<file path="src/rtl/omc_defines.svh">
/*
 * Bit positions, reset values and timing counts of the operating mode and
 * channel control block.
 * Assumes inclusion by bare name from the design files only.
 */
`ifndef OMC_DEFINES_SVH
`define OMC_DEFINES_SVH

// ****************************************************************
// Mode request bit positions and request width
// ****************************************************************
`define OMC_REQ_AUTO      0
`define OMC_REQ_MDATA     1
`define OMC_REQ_JOG       2
`define OMC_REQ_W         3

// ****************************************************************
// Reset values
// ****************************************************************
`define OMC_MODE_RST      2'h0
`define OMC_CHAN_RST      2'h0

// ****************************************************************
// Timing counts and counter width
// ****************************************************************
`define OMC_RSEQ_CYC      4'h4
`define OMC_CNT_W         4

`endif

</file>
<file path="src/rtl/omc_pkg.sv">
/*
 * Types of the operating mode and channel control block.
 * Assumes nothing beyond a SystemVerilog compiler.
 */
package omc_pkg;

	// ****************************************************************
	// Operating modes and channel states
	// ****************************************************************
	typedef enum logic [1:0] {
		OMC_AUTO  = 2'h0,
		OMC_MDATA = 2'h1,
		OMC_JOG   = 2'h2
	} omc_mode_t;

	typedef enum logic [1:0] {
		OMC_CH_RESET = 2'h0,
		OMC_CH_ACT   = 2'h1,
		OMC_CH_INT   = 2'h2,
		OMC_CH_RSEQ  = 2'h3
	} omc_chan_t;

endpackage

</file>
<file path="src/rtl/omc_sync3.sv">
/*
 * Three-stage input synchroniser with agreement filter.
 * Assumes inputs asynchronous to clk_sys; output changes when the second
 * and third stage agree.
 */
`timescale 1ns/1ps

module omc_sync3 #(
	parameter int W = 1
) (
	input  wire logic         clk_sys,
	input  wire logic         resetn,
	input  wire logic [W-1:0] din,
	output logic      [W-1:0] dout
);

	logic [W-1:0] s1_ff;
	logic [W-1:0] s2_ff;
	logic [W-1:0] s3_ff;

	always_ff @(posedge clk_sys or negedge resetn) begin
		if (!resetn) begin
			s1_ff <= '0;
			s2_ff <= '0;
			s3_ff <= '0;
			dout  <= '0;
		end else begin
			s1_ff <= din;
			s2_ff <= s1_ff;
			s3_ff <= s2_ff;
			dout  <= (s2_ff & s3_ff) | (dout & (s2_ff | s3_ff));
		end
	end

endmodule // omc_sync3

</file>
<file path="src/rtl/omc_chan.sv">
/*
 * Operating mode manager for one machining channel: mode priority, mode
 * change table, channel state, stops, reset sequence and status bits.
 * Assumes the controller inputs are asynchronous levels; block_end and
 * prog_end come from the interpolator on clk_sys.
 */
`timescale 1ns/1ps
`include "omc_defines.svh"

module omc_chan (
	input  wire logic       clk_sys,
	input  wire logic       resetn,
	input  wire logic [2:0] mode_req,
	input  wire logic       mode_chg_disable,
	input  wire logic       func_ref_req,
	input  wire logic       func_teach_req,
	input  wire logic       stop_axes,
	input  wire logic       stop_axes_spindles,
	input  wire logic       stop_block_limit,
	input  wire logic       chan_reset_req,
	input  wire logic       nc_start,
	input  wire logic       block_search_req,
	input  wire logic       err_clear,
	input  wire logic       block_end,
	input  wire logic       prog_end,
	output logic      [2:0] mode_fb,
	output logic            func_ref_active,
	output logic            func_teach_active,
	output logic            ready_to_run,
	output logic            chan_reset_st,
	output logic            chan_active_st,
	output logic            chan_interrupted_st,
	output logic            mode_change_err,
	output logic            mode_change_pending,
	output logic            axes_halt,
	output logic            spindles_halt,
	output logic            prep_enable,
	output logic            aux_out_enable,
	output logic            block_ptr_clear,
	output logic            alarm_clear,
	output logic            search_active
);

	// ****************************************************************
	// Input synchronisation
	// ****************************************************************
	localparam int NIN = 13;

	logic [NIN-1:0]         sync_q;
	logic [2:0]             req_s;
	logic                   dis_s;
	logic                   ref_s;
	logic                   teach_s;
	logic                   stop_s;
	logic                   stop_sp_s;
	logic                   stop_bl_s;
	logic                   rst_s;
	logic                   start_s;
	logic                   search_s;
	logic                   errclr_s;

	omc_sync3 #(.W(NIN)) u_sync (
		.clk_sys (clk_sys),
		.resetn  (resetn),
		.din     ({mode_req, mode_chg_disable, func_ref_req, func_teach_req,
		           stop_axes, stop_axes_spindles, stop_block_limit,
		           chan_reset_req, nc_start, block_search_req, err_clear}),
		.dout    (sync_q)
	);

	assign {req_s, dis_s, ref_s, teach_s, stop_s, stop_sp_s, stop_bl_s,
	        rst_s, start_s, search_s, errclr_s} = sync_q;

	// ****************************************************************
	// State
	// ****************************************************************
	omc_pkg::omc_mode_t     mode_ff;
	omc_pkg::omc_mode_t     nxt_mode;
	omc_pkg::omc_mode_t     prev_ff;
	omc_pkg::omc_mode_t     pend_mode_ff;
	omc_pkg::omc_chan_t     chan_ff;
	omc_pkg::omc_chan_t     nxt_chan;
	logic                   pend_ff;
	logic [2:0]             last_req_ff;
	logic                   rst_d_ff;
	logic                   start_d_ff;
	logic                   bl_pend_ff;
	logic [`OMC_CNT_W-1:0]  rseq_cnt_ff;
	logic                   reject;
	logic                   accept;

	// Priority resolve: jog, then data input, else auto
	function automatic omc_pkg::omc_mode_t prio_mode(input logic [2:0] r);
		if (r[`OMC_REQ_JOG])
			return omc_pkg::OMC_JOG;
		else if (r[`OMC_REQ_MDATA])
			return omc_pkg::OMC_MDATA;
		else
			return omc_pkg::OMC_AUTO;
	endfunction

	// Allowed change out of the interrupted state
	function automatic logic int_allowed(input omc_pkg::omc_mode_t from,
	                                     input omc_pkg::omc_mode_t to,
	                                     input omc_pkg::omc_mode_t prev);
		if (from != omc_pkg::OMC_JOG)
			return to == omc_pkg::OMC_JOG;
		else
			return to == prev;
	endfunction

	// Three request bits with auto set alongside others resolve above it
	omc_pkg::omc_mode_t     tgt;
	logic                   req_any;
	logic                   req_new;
	logic                   in_jog;
	logic                   rst_rise;
	logic                   start_rise;
	logic                   stops_ok;

	assign tgt        = prio_mode(req_s);
	assign req_any    = |req_s;
	assign req_new    = req_s != last_req_ff;
	assign in_jog     = mode_ff == omc_pkg::OMC_JOG;
	assign rst_rise   = rst_s && !rst_d_ff;
	assign start_rise = start_s && !start_d_ff;
	assign stops_ok   = !stop_s && !stop_sp_s && !stop_bl_s;

	// ****************************************************************
	// Mode change request capture
	// ****************************************************************
	always_ff @(posedge clk_sys or negedge resetn) begin
		if (!resetn) begin
			last_req_ff  <= 3'h0;
			pend_ff      <= 1'b0;
			pend_mode_ff <= omc_pkg::OMC_AUTO;
		end else begin
			last_req_ff <= req_s;
			if (dis_s) begin
				pend_ff <= 1'b0;
			end else if (req_new) begin
				if (!req_any || tgt == mode_ff) begin
					pend_ff <= 1'b0;
				end else begin
					pend_ff      <= 1'b1;
					pend_mode_ff <= tgt;
				end
			end else if (accept || reject) begin
				pend_ff <= 1'b0;
			end
		end
	end

	// ****************************************************************
	// Mode change decision
	// ****************************************************************
	always_comb begin
		accept = 1'b0;
		reject = 1'b0;
		if (pend_ff && !dis_s && !req_new) begin
			unique case (chan_ff)
				omc_pkg::OMC_CH_RESET: accept = 1'b1;
				omc_pkg::OMC_CH_INT: begin
					accept = int_allowed(mode_ff, pend_mode_ff, prev_ff);
					reject = !accept;
				end
				omc_pkg::OMC_CH_ACT:  ;
				omc_pkg::OMC_CH_RSEQ: ;
			endcase
		end
	end

	always_comb begin
		nxt_mode = mode_ff;
		if (accept)
			nxt_mode = pend_mode_ff;
	end

	always_ff @(posedge clk_sys or negedge resetn) begin
		if (!resetn) begin
			mode_ff <= omc_pkg::omc_mode_t'(`OMC_MODE_RST);
			prev_ff <= omc_pkg::omc_mode_t'(`OMC_MODE_RST);
		end else begin
			mode_ff <= nxt_mode;
			if (accept && pend_mode_ff == omc_pkg::OMC_JOG)
				prev_ff <= mode_ff;
		end
	end

	// Error is sticky; a new rejection wins over the clear
	always_ff @(posedge clk_sys or negedge resetn) begin
		if (!resetn)
			mode_change_err <= 1'b0;
		else if (reject)
			mode_change_err <= 1'b1;
		else if (errclr_s)
			mode_change_err <= 1'b0;
	end

	// ****************************************************************
	// Channel state
	// ****************************************************************
	always_comb begin
		nxt_chan = chan_ff;
		unique case (chan_ff)
			omc_pkg::OMC_CH_RESET, omc_pkg::OMC_CH_INT: begin
				if (!in_jog && start_rise && stops_ok &&
				    !(pend_ff && !dis_s))
					nxt_chan = omc_pkg::OMC_CH_ACT;
			end
			omc_pkg::OMC_CH_ACT: begin
				if (prog_end)
					nxt_chan = omc_pkg::OMC_CH_RESET;
				else if (stop_s || stop_sp_s ||
				         ((stop_bl_s || bl_pend_ff) && block_end))
					nxt_chan = omc_pkg::OMC_CH_INT;
			end
			omc_pkg::OMC_CH_RSEQ: begin
				if (rseq_cnt_ff == `OMC_CNT_W'(0))
					nxt_chan = omc_pkg::OMC_CH_RESET;
			end
		endcase
		if (rst_rise)
			nxt_chan = omc_pkg::OMC_CH_RSEQ;
	end

	always_ff @(posedge clk_sys or negedge resetn) begin
		if (!resetn) begin
			chan_ff    <= omc_pkg::omc_chan_t'(`OMC_CHAN_RST);
			rst_d_ff   <= 1'b0;
			start_d_ff <= 1'b0;
		end else begin
			chan_ff    <= nxt_chan;
			rst_d_ff   <= rst_s;
			start_d_ff <= start_s;
		end
	end

	// Block-limit stop remembered until the block ends
	always_ff @(posedge clk_sys or negedge resetn) begin
		if (!resetn)
			bl_pend_ff <= 1'b0;
		else if (chan_ff != omc_pkg::OMC_CH_ACT || block_end)
			bl_pend_ff <= 1'b0;
		else if (stop_bl_s)
			bl_pend_ff <= 1'b1;
	end

	always_ff @(posedge clk_sys or negedge resetn) begin
		if (!resetn)
			rseq_cnt_ff <= `OMC_CNT_W'(0);
		else if (rst_rise)
			rseq_cnt_ff <= `OMC_RSEQ_CYC;
		else if (rseq_cnt_ff != `OMC_CNT_W'(0))
			rseq_cnt_ff <= rseq_cnt_ff - `OMC_CNT_W'(1);
	end

	// ****************************************************************
	// Halt, preparation and auxiliary output control
	// ****************************************************************
	logic rseq_n;
	logic act_n;

	assign rseq_n = nxt_chan == omc_pkg::OMC_CH_RSEQ;
	assign act_n  = nxt_chan == omc_pkg::OMC_CH_ACT;

	always_ff @(posedge clk_sys or negedge resetn) begin
		if (!resetn) begin
			axes_halt      <= 1'b1;
			spindles_halt  <= 1'b1;
			prep_enable    <= 1'b0;
			aux_out_enable <= 1'b0;
		end else begin
			axes_halt      <= rseq_n || (!in_jog && (stop_s || stop_sp_s ||
			                  ((stop_bl_s || bl_pend_ff) &&
			                   block_end)));
			spindles_halt  <= rseq_n || (!in_jog && stop_sp_s);
			prep_enable    <= act_n;
			aux_out_enable <= act_n && !rst_rise;
		end
	end

	always_ff @(posedge clk_sys or negedge resetn) begin
		if (!resetn) begin
			block_ptr_clear <= 1'b0;
			alarm_clear     <= 1'b0;
		end else begin
			block_ptr_clear <= rst_rise;
			alarm_clear     <= rst_rise;
		end
	end

	// ****************************************************************
	// Block search
	// ****************************************************************
	always_ff @(posedge clk_sys or negedge resetn) begin
		if (!resetn)
			search_active <= 1'b0;
		else if (rst_rise || accept || nxt_chan == omc_pkg::OMC_CH_ACT)
			search_active <= 1'b0;
		else if (search_s && mode_ff == omc_pkg::OMC_AUTO &&
		         (chan_ff == omc_pkg::OMC_CH_RESET ||
		          chan_ff == omc_pkg::OMC_CH_INT))
			search_active <= 1'b1;
	end

	// ****************************************************************
	// Status outputs
	// ****************************************************************
	always_ff @(posedge clk_sys or negedge resetn) begin
		if (!resetn) begin
			mode_fb             <= 3'h0;
			func_ref_active     <= 1'b0;
			func_teach_active   <= 1'b0;
			ready_to_run        <= 1'b0;
			chan_reset_st       <= 1'b0;
			chan_active_st      <= 1'b0;
			chan_interrupted_st <= 1'b0;
			mode_change_pending <= 1'b0;
		end else begin
			mode_fb <= 3'h0;
			mode_fb[nxt_mode] <= 1'b1;
			func_ref_active <= ref_s &&
			                   nxt_mode == omc_pkg::OMC_JOG;
			func_teach_active <= teach_s &&
			                     nxt_mode == omc_pkg::OMC_MDATA;
			ready_to_run <= !rseq_n;
			chan_reset_st <= nxt_chan == omc_pkg::OMC_CH_RESET;
			chan_active_st <= act_n;
			chan_interrupted_st <= nxt_chan == omc_pkg::OMC_CH_INT;
			mode_change_pending <= pend_ff && !accept && !reject;
		end
	end

endmodule // omc_chan

</file>
<file path="config.mk">
export PLATFORM = sky130hd
export DESIGN_NAME = omc_chan
export DESIGN_NICKNAME = d
export VERILOG_FILES = /design/src/rtl/omc_pkg.sv /design/src/rtl/omc_sync3.sv /design/src/rtl/omc_chan.sv
export VERILOG_INCLUDE_DIRS = /design/src /design/src/rtl
export SDC_FILE = /design/constraint.sdc
export NUM_CORES = 1
export LEC_CHECK = 0
export BUFFER_PORTS_ARGS = -buffer_cell sky130_fd_sc_hd__buf_2
export CELL_PAD_IN_SITES_DETAIL_PLACEMENT = 1
export CELL_PAD_IN_SITES_GLOBAL_PLACEMENT = 1
export CORE_AREA = 2 2 99 101
export CTS_CLUSTER_SIZE = 25
export DETAILED_ROUTE_END_ITERATION = 12
export DIE_AREA = 0 0 101 103
export GPL_TIMING_DRIVEN = 1
export PLACE_DENSITY_LB_ADDON = 0.1
export REMOVE_ABC_BUFFERS = 1
export SYNTH_ARGS = -nofsm -noshare
export SYNTH_HDL_FRONTEND = slang
export SYNTH_SLANG_ARGS = --single-unit
</file>
<file path="constraint.sdc">
create_clock -name clk_sys -period 2.4 [get_ports clk_sys]
set_clock_uncertainty 0.15 [all_clocks]
set_input_delay 0 -clock clk_sys [delete_from_list [all_inputs] [get_ports clk_sys]]
set_output_delay 0 -clock clk_sys [all_outputs]
set_load 0.01 [all_outputs]
</file>
Word-level counts from Yosys, hierarchy flattened. Cells that the tools add are included.

Eq/ne operators: 15. Muxes and demuxes: 30. Reduce and logical (&&, ||, !) cells: 60. Multipliers: 0. Divide/modulo/power cells: 0. Add/subtract/negate cells: 1. Shifts and indexed selects: 0. Bitwise logic cells: 6. Order comparisons: 2.

Operators by type and width (number): 13-bit AND (2); 13-bit OR (2); 1-bit logical AND (21); 1-bit two-way mux (18); 1-bit logical NOT (15); 2-bit == test (second input constant) (7); 2-bit two-way mux (7); 1-bit logical OR (11); 4-bit two-way mux (2); 2-bit nonzero test (4); 2-bit by 1-bit == test with 1-bit output (second input constant) (3); 2-bit logical NOT (3); 2-bit case mux with 3 select lines (1); 2-bit == test (2); 4-bit logical NOT (1); 4-bit nonzero test (1); 4-bit by 1-bit subtractor with 4-bit output (second input constant) (1); 2-bit by 3-bit less-than comparator with 1-bit output (second input constant) (1); 3-bit inequality test (1); 3-bit AND reduction (1); 3-bit nonzero test (1); 3-bit OR reduction (1); 1-bit demux with 2-bit select (1); 2-bit by 1-bit >= comparator with 1-bit output (second input constant) (1); 5 further kinds (6).

Input port bits: 17. Bits in latches: 0. Memory bits (read-only): 0. Word-level logic and storage cells: 142. Output and inout bits: 18. Flip-flop bits (word level): 87. Bits in writable memories: 0. Memories: 0.

Logic depth before layout (Yosys ltp).
Word-level depth: 11. Gate-level depth with buffers: 7. Depth with buffers taken out: 7.

Cells and area by module. A second synthesis with hierarchy kept.

Cells, all modules: 198. Area, all modules: 3045.4 µm².

By module, submodules not included: omc_chan (sequential area each 878.3 µm², area an instance 1597.8 µm², cells an instance 133, times used 1); omc_sync3 (sequential area each 1301.2 µm², area an instance 1447.6 µm², cells an instance 65, times used 1).

Least setup slack after synthesis. Ideal clock, no wire load.

Kind: register to register. From: reg chan_ff[0]. To: reg prev_ff[0]. Clock period less this slack: 2.142 ns. Data arrival time: 1.865 ns. Setup slack: 0.258 ns. Library setup time: 0.128 ns. Data required time: 2.122 ns. Cell stages (with the launch flop): 5. Path buffers: 0. Path through: dfrtp_1 or3b_1 or4_4 a311oi_4 mux2_1.

Word-level cells in the longest chain between the ends: 4. Elaborated cells between the ends (all ways): 5. Those cells by class: eq/ne (1); mux (2); reduce/logical (2).

RTL lines: from (decl) (RTL line omc_chan.sv:81) `omc_pkg::omc_chan_t chan_ff;`; from (signal assigned) (RTL line omc_chan.sv:229) `` chan_ff <= omc_pkg::omc_chan_t'(`OMC_CHAN_RST); ``; from (signal assigned) (RTL line omc_chan.sv:233) `chan_ff <= nxt_chan;`; 2-bit == test / 2-bit logical NOT (equally long branches) (RTL line omc_chan.sv:161) `unique case (chan_ff)`; 1-bit case mux with 2 select lines (*) (RTL line omc_chan.sv:161); 1-bit two-way mux (*) (RTL line omc_chan.sv:160) `if (pend_ff && !dis_s && !req_new) begin`; 1-bit logical AND (*) (RTL line omc_chan.sv:185) `if (accept && pend_mode_ff == omc_pkg::OMC_JOG)`; to (signal assigned) (RTL line omc_chan.sv:182) `` prev_ff <= omc_pkg::omc_mode_t'(`OMC_MODE_RST); ``; to (signal assigned) (RTL line omc_chan.sv:186) `prev_ff <= mode_ff;`; to (decl) (RTL line omc_chan.sv:79) `omc_pkg::omc_mode_t prev_ff;`.

Every way passes the cells marked *; elsewhere a longest branch is shown, timed or not. A chain may end at the register's enable or synchronous reset.

Worst setup path after layout.
From: reg u_sync.dout[9]. To: reg mode_fb[0].

Word-level cells in the longest chain between the ends: 9. Elaborated cells between the ends (all ways): 10. Those cells by class: order compare (2); mux (4); reduce/logical (4).

RTL lines: from (decl) (RTL line omc_sync3.sv:14) `output logic [W-1:0] dout`; from (signal assigned) (RTL line omc_sync3.sv:31) `dout <= (s2_ff & s3_ff) | (dout & (s2_ff | s3_ff));`; 1-bit logical NOT (*) (RTL line omc_chan.sv:160); 1-bit logical AND (*) (2 in series) (RTL line omc_chan.sv:160); 1-bit two-way mux (*) (RTL line omc_chan.sv:160); 2-bit two-way mux (*) (RTL line omc_chan.sv:175) `if (accept)`; 2-bit by 3-bit less-than comparator with 1-bit output (implied by the code) / 2-bit by 1-bit >= comparator with 1-bit output (equally long branches) (RTL line omc_chan.sv:322) `mode_fb[nxt_mode] <= 1'b1;`; 1-bit logical AND (implied by the code) (RTL line omc_chan.sv:322); 1-bit two-way mux (implied by the code) (RTL line omc_chan.sv:322); 1-bit demux with 2-bit select (*) (RTL line omc_chan.sv:322); to (signal assigned) (RTL line omc_chan.sv:312) `mode_fb <= 3'h0;`; to (signal assigned) (RTL line omc_chan.sv:321) `mode_fb <= 3'h0;`; to (signal, indexed assignment) (RTL line omc_chan.sv:322); to (decl) (RTL line omc_chan.sv:26) `output logic [2:0] mode_fb,`.

Marks and branches as above.

==> flow_summary.json <==
{
  "status": "completed",
  "p_per_area_nw_per_um2": 970,
  "drt_iter0_markers": 55,
  "fin_setup_tns_ns": 0,
  "gr-total-overflow": 0,
  "h-tree-depth": 3,
  "drc_errors": 0,
  "cap_violations": 0,
  "hold_viol_final": 0,
  "synth_flop_cell": "dfrtp_1",
  "switching_share": 0.308,
  "intPower_uw": 2510,
  "dp_hpwl_um": 3400,
  "io_pins": 35,
  "critical_path.slowest_cell": "or4_4",
  "final_common_cell": "dfrtp_1",
  "finalCritPeriodShare": 0.927,
  "clkTransAtPathRegs_ns": 0.09,
  "most-common-layout-cells": "85 x dfrtp_1, 33 x buf_2, 15 x dlygate4sd3_1",
  "clock-sinks": 87,
  "core_area_sq_um": 9460,
  "drive_gt1_frac": 0.266,
  "end_kind": "flop",
  "routedWlPerCell_um": 13.3,
  "drt-pass1-iter-count": 4,
  "rows": 36,
  "cts_tree": "built",
  "grt_pass1_wl_um": 8710,
  "vias_per_cell": 4.45,
  "p_clk_frac": 0.254,
  "die_height_um": 103,
  "power_frac_seq": 0.514,
  "n_antenna_cell": 0,
  "synth-edff-count": 0,
  "ys_seq_elements": 87,
  "grt_usage": 0.112,
  "insertion_delay_ns": 0.35,
  "rsz0062_at_grt": "no",
  "fin_util": 0.395,
  "vias": 1712,
  "grt_pass1_vias": 1736,
  "die_area_sq_um": 10400,
  "synth-seq-area-share": 0.722,
  "met2_length_um": 2140,
  "period_minus_slack_ns": 2.22,
  "critPathRequiredTime_ns": 2.48,
  "dr_wl_met3_um": 208,
  "hold_path.class": "in2async",
  "syn2layout_area_growth_pct": 23.7,
  "rr_worst_depth": 4,
  "highest_layer": "met4",
  "grt_max_degree": 56,
  "yosysWarnings": 0,
  "p_sw_uw": 1120,
  "synthCells": 202,
  "start_kind": "flop",
  "crit_type": "reg2reg",
  "final-max-slew-violation-count": 0,
  "wl_met1_um": 2650,
  "synth_cell_types": 47,
  "start_util": 0.319,
  "startpoint": "u_sync.dout[9]",
  "worst-slew-pin-transition_ns": 0.535,
  "antenna_found_initial": 0,
  "die_width_um": 101,
  "power_frac_comb": 0.232,
  "rr_startpoint": "u_sync.dout[9]",
  "arrival_ns": 2.30,
  "cts-buffers-inserted": 9,
  "path_cells": "or3b_1, or4_4, a31oi_4, mux2_2",
  "max_freq_ghz": 0.450,
  "place.gp.congestion": 0.712,
  "syn-cell-area_sq_um": 3020,
  "nets": 284,
  "setup_viol": 0,
  "p_leak_uw": 0.00167,
  "drt_wl_total_um": 5100,
  "port_buffers": 34,
  "avgSynthCellArea_sq_um": 15.0,
  "maxSlewHeadroom": 0.643,
  "synth.area.top_cells": "dfrtp_1 70%, maj3_1 4.3%, mux2_2 1.9%, dfstp_2 1.7%, nand2b_1 1.2%",
  "cts_buffer_depth": 2,
  "critPathMaxStageDelay_ns": 0.47,
  "synthArstFlopShare": 1.00,
  "ant_nets": 0,
  "vdd_drop_max_mv": 0.265,
  "synth_top_area_frac": 0.704,
  "root_buffer": "clkbuf_8",
  "path_max_fanout": 8,
  "yosys.area.top_type": "dfrtp_1"
}
[kinds of logic after synthesis]
logic type,share of synthesized area
AND/OR/NAND/NOR,0.101
flip-flops,0.722
adder cells (fa/ha/maj),0.0472
AO/OA/AOI/OAI,0.0609
XOR/XNOR,0.0174
multiplexers,0.0327
buffers and inverters,0.0195
[power groups by stage]
stage,Clock (uW),Combinational [uW],Sequential [uW]
4_1_cts,975,852,1870
2_1_floorplan,0,454,1910
3_5_place_dp,0,825,1890
5_1_grt,1040,961,1900
3_3_place_gp,0,821,1890
6_report,920,841,1860
[routing by layer]
metal / vias to the layer above / track usage
li1: 828 / -
met1: 836 / 0.155
met2: 38 / 0.158
met3: 10 / 0.0305
met4: 0 / 0.0624
met5: - / 0
[metrics by stage]
| step | worst slack (ns) | std cells | hold slack (ns) | area (sq um) | total power (uW) |
|---|---|---|---|---|---|
| finish | 0.176 | 385 | 0.0135 | 3740 | 3620 |
| global route | 0.0674 | 385 | 0.0127 | 3740 | 3900 |
| CTS | 0.103 | 385 | 0.000114 | 3730 | 3690 |
| detailed placement | 0.152 | 353 | -0.178 | 3380 | 2720 |
| global placement | 0.204 | 353 | -0.180 | 3380 | 2710 |
| floorplan | 0.258 | 196 | -0.446 | 2990 | 2360 |
[worst paths after layout]
kind                                   end  slack [ns]
min in group clk_sys       u_sync.s1_ff[9]        0.13
hold / removal              u_sync.dout[7]        0.01
setup reg to reg                mode_fb[0]        0.18
max in group asynchronous    spindles_halt        1.77
hold reg to reg            u_sync.s2_ff[5]        0.20
setup / recovery                mode_fb[0]        0.18
[area by class of cell]
cell class | instances | area [sq um]
clock buffer | 10 | 138
clock inverter | 6 | 43.8
fill | 991 | 5720
inverter | 7 | 26.3
multi-input combinational | 102 | 783
sequential | 87 | 2180
tap | 114 | 143
timing repair buffer | 59 | 423
[cell usage after synthesis, types with 3 or more instances]
library cell,count
dfrtp_1,85
nor2b_1,4
nor2_1,10
xnor2_1,3
xor2_1,3
nand2b_1,6
inv_1,7
nor3b_1,3
nor3_1,3
mux2_2,5
nand3b_1,4
o21ai_0,5
maj3_1,13
nand2_1,6
[registers in the layout (all words and copies together), names as in the netlist, 2 cells and up]
register      cells
mode_ff           2
u_sync.s3_ff     13
pend_mode_ff      2
last_req_ff       3
chan_ff           2
u_sync.dout      13
rseq_cnt_ff       4
mode_fb           3
u_sync.s1_ff     13
prev_ff           2
u_sync.s2_ff     13
[critical path, delay by kind of cell, from the launching register on]
kind	cells	cell delay, ns
compound gates	1	0.32
mux	1	0.39
flops	1	0.41
simple gates	2	0.84
[timing repair]
action	in CTS	in global routing
buffers inserted	0	0
hold endpoints to repair	100	0
endpoints found under the setup margin	0	1
resized for setup	0	2
hold buffers	16	0
(Power assumes the default switching activity.)
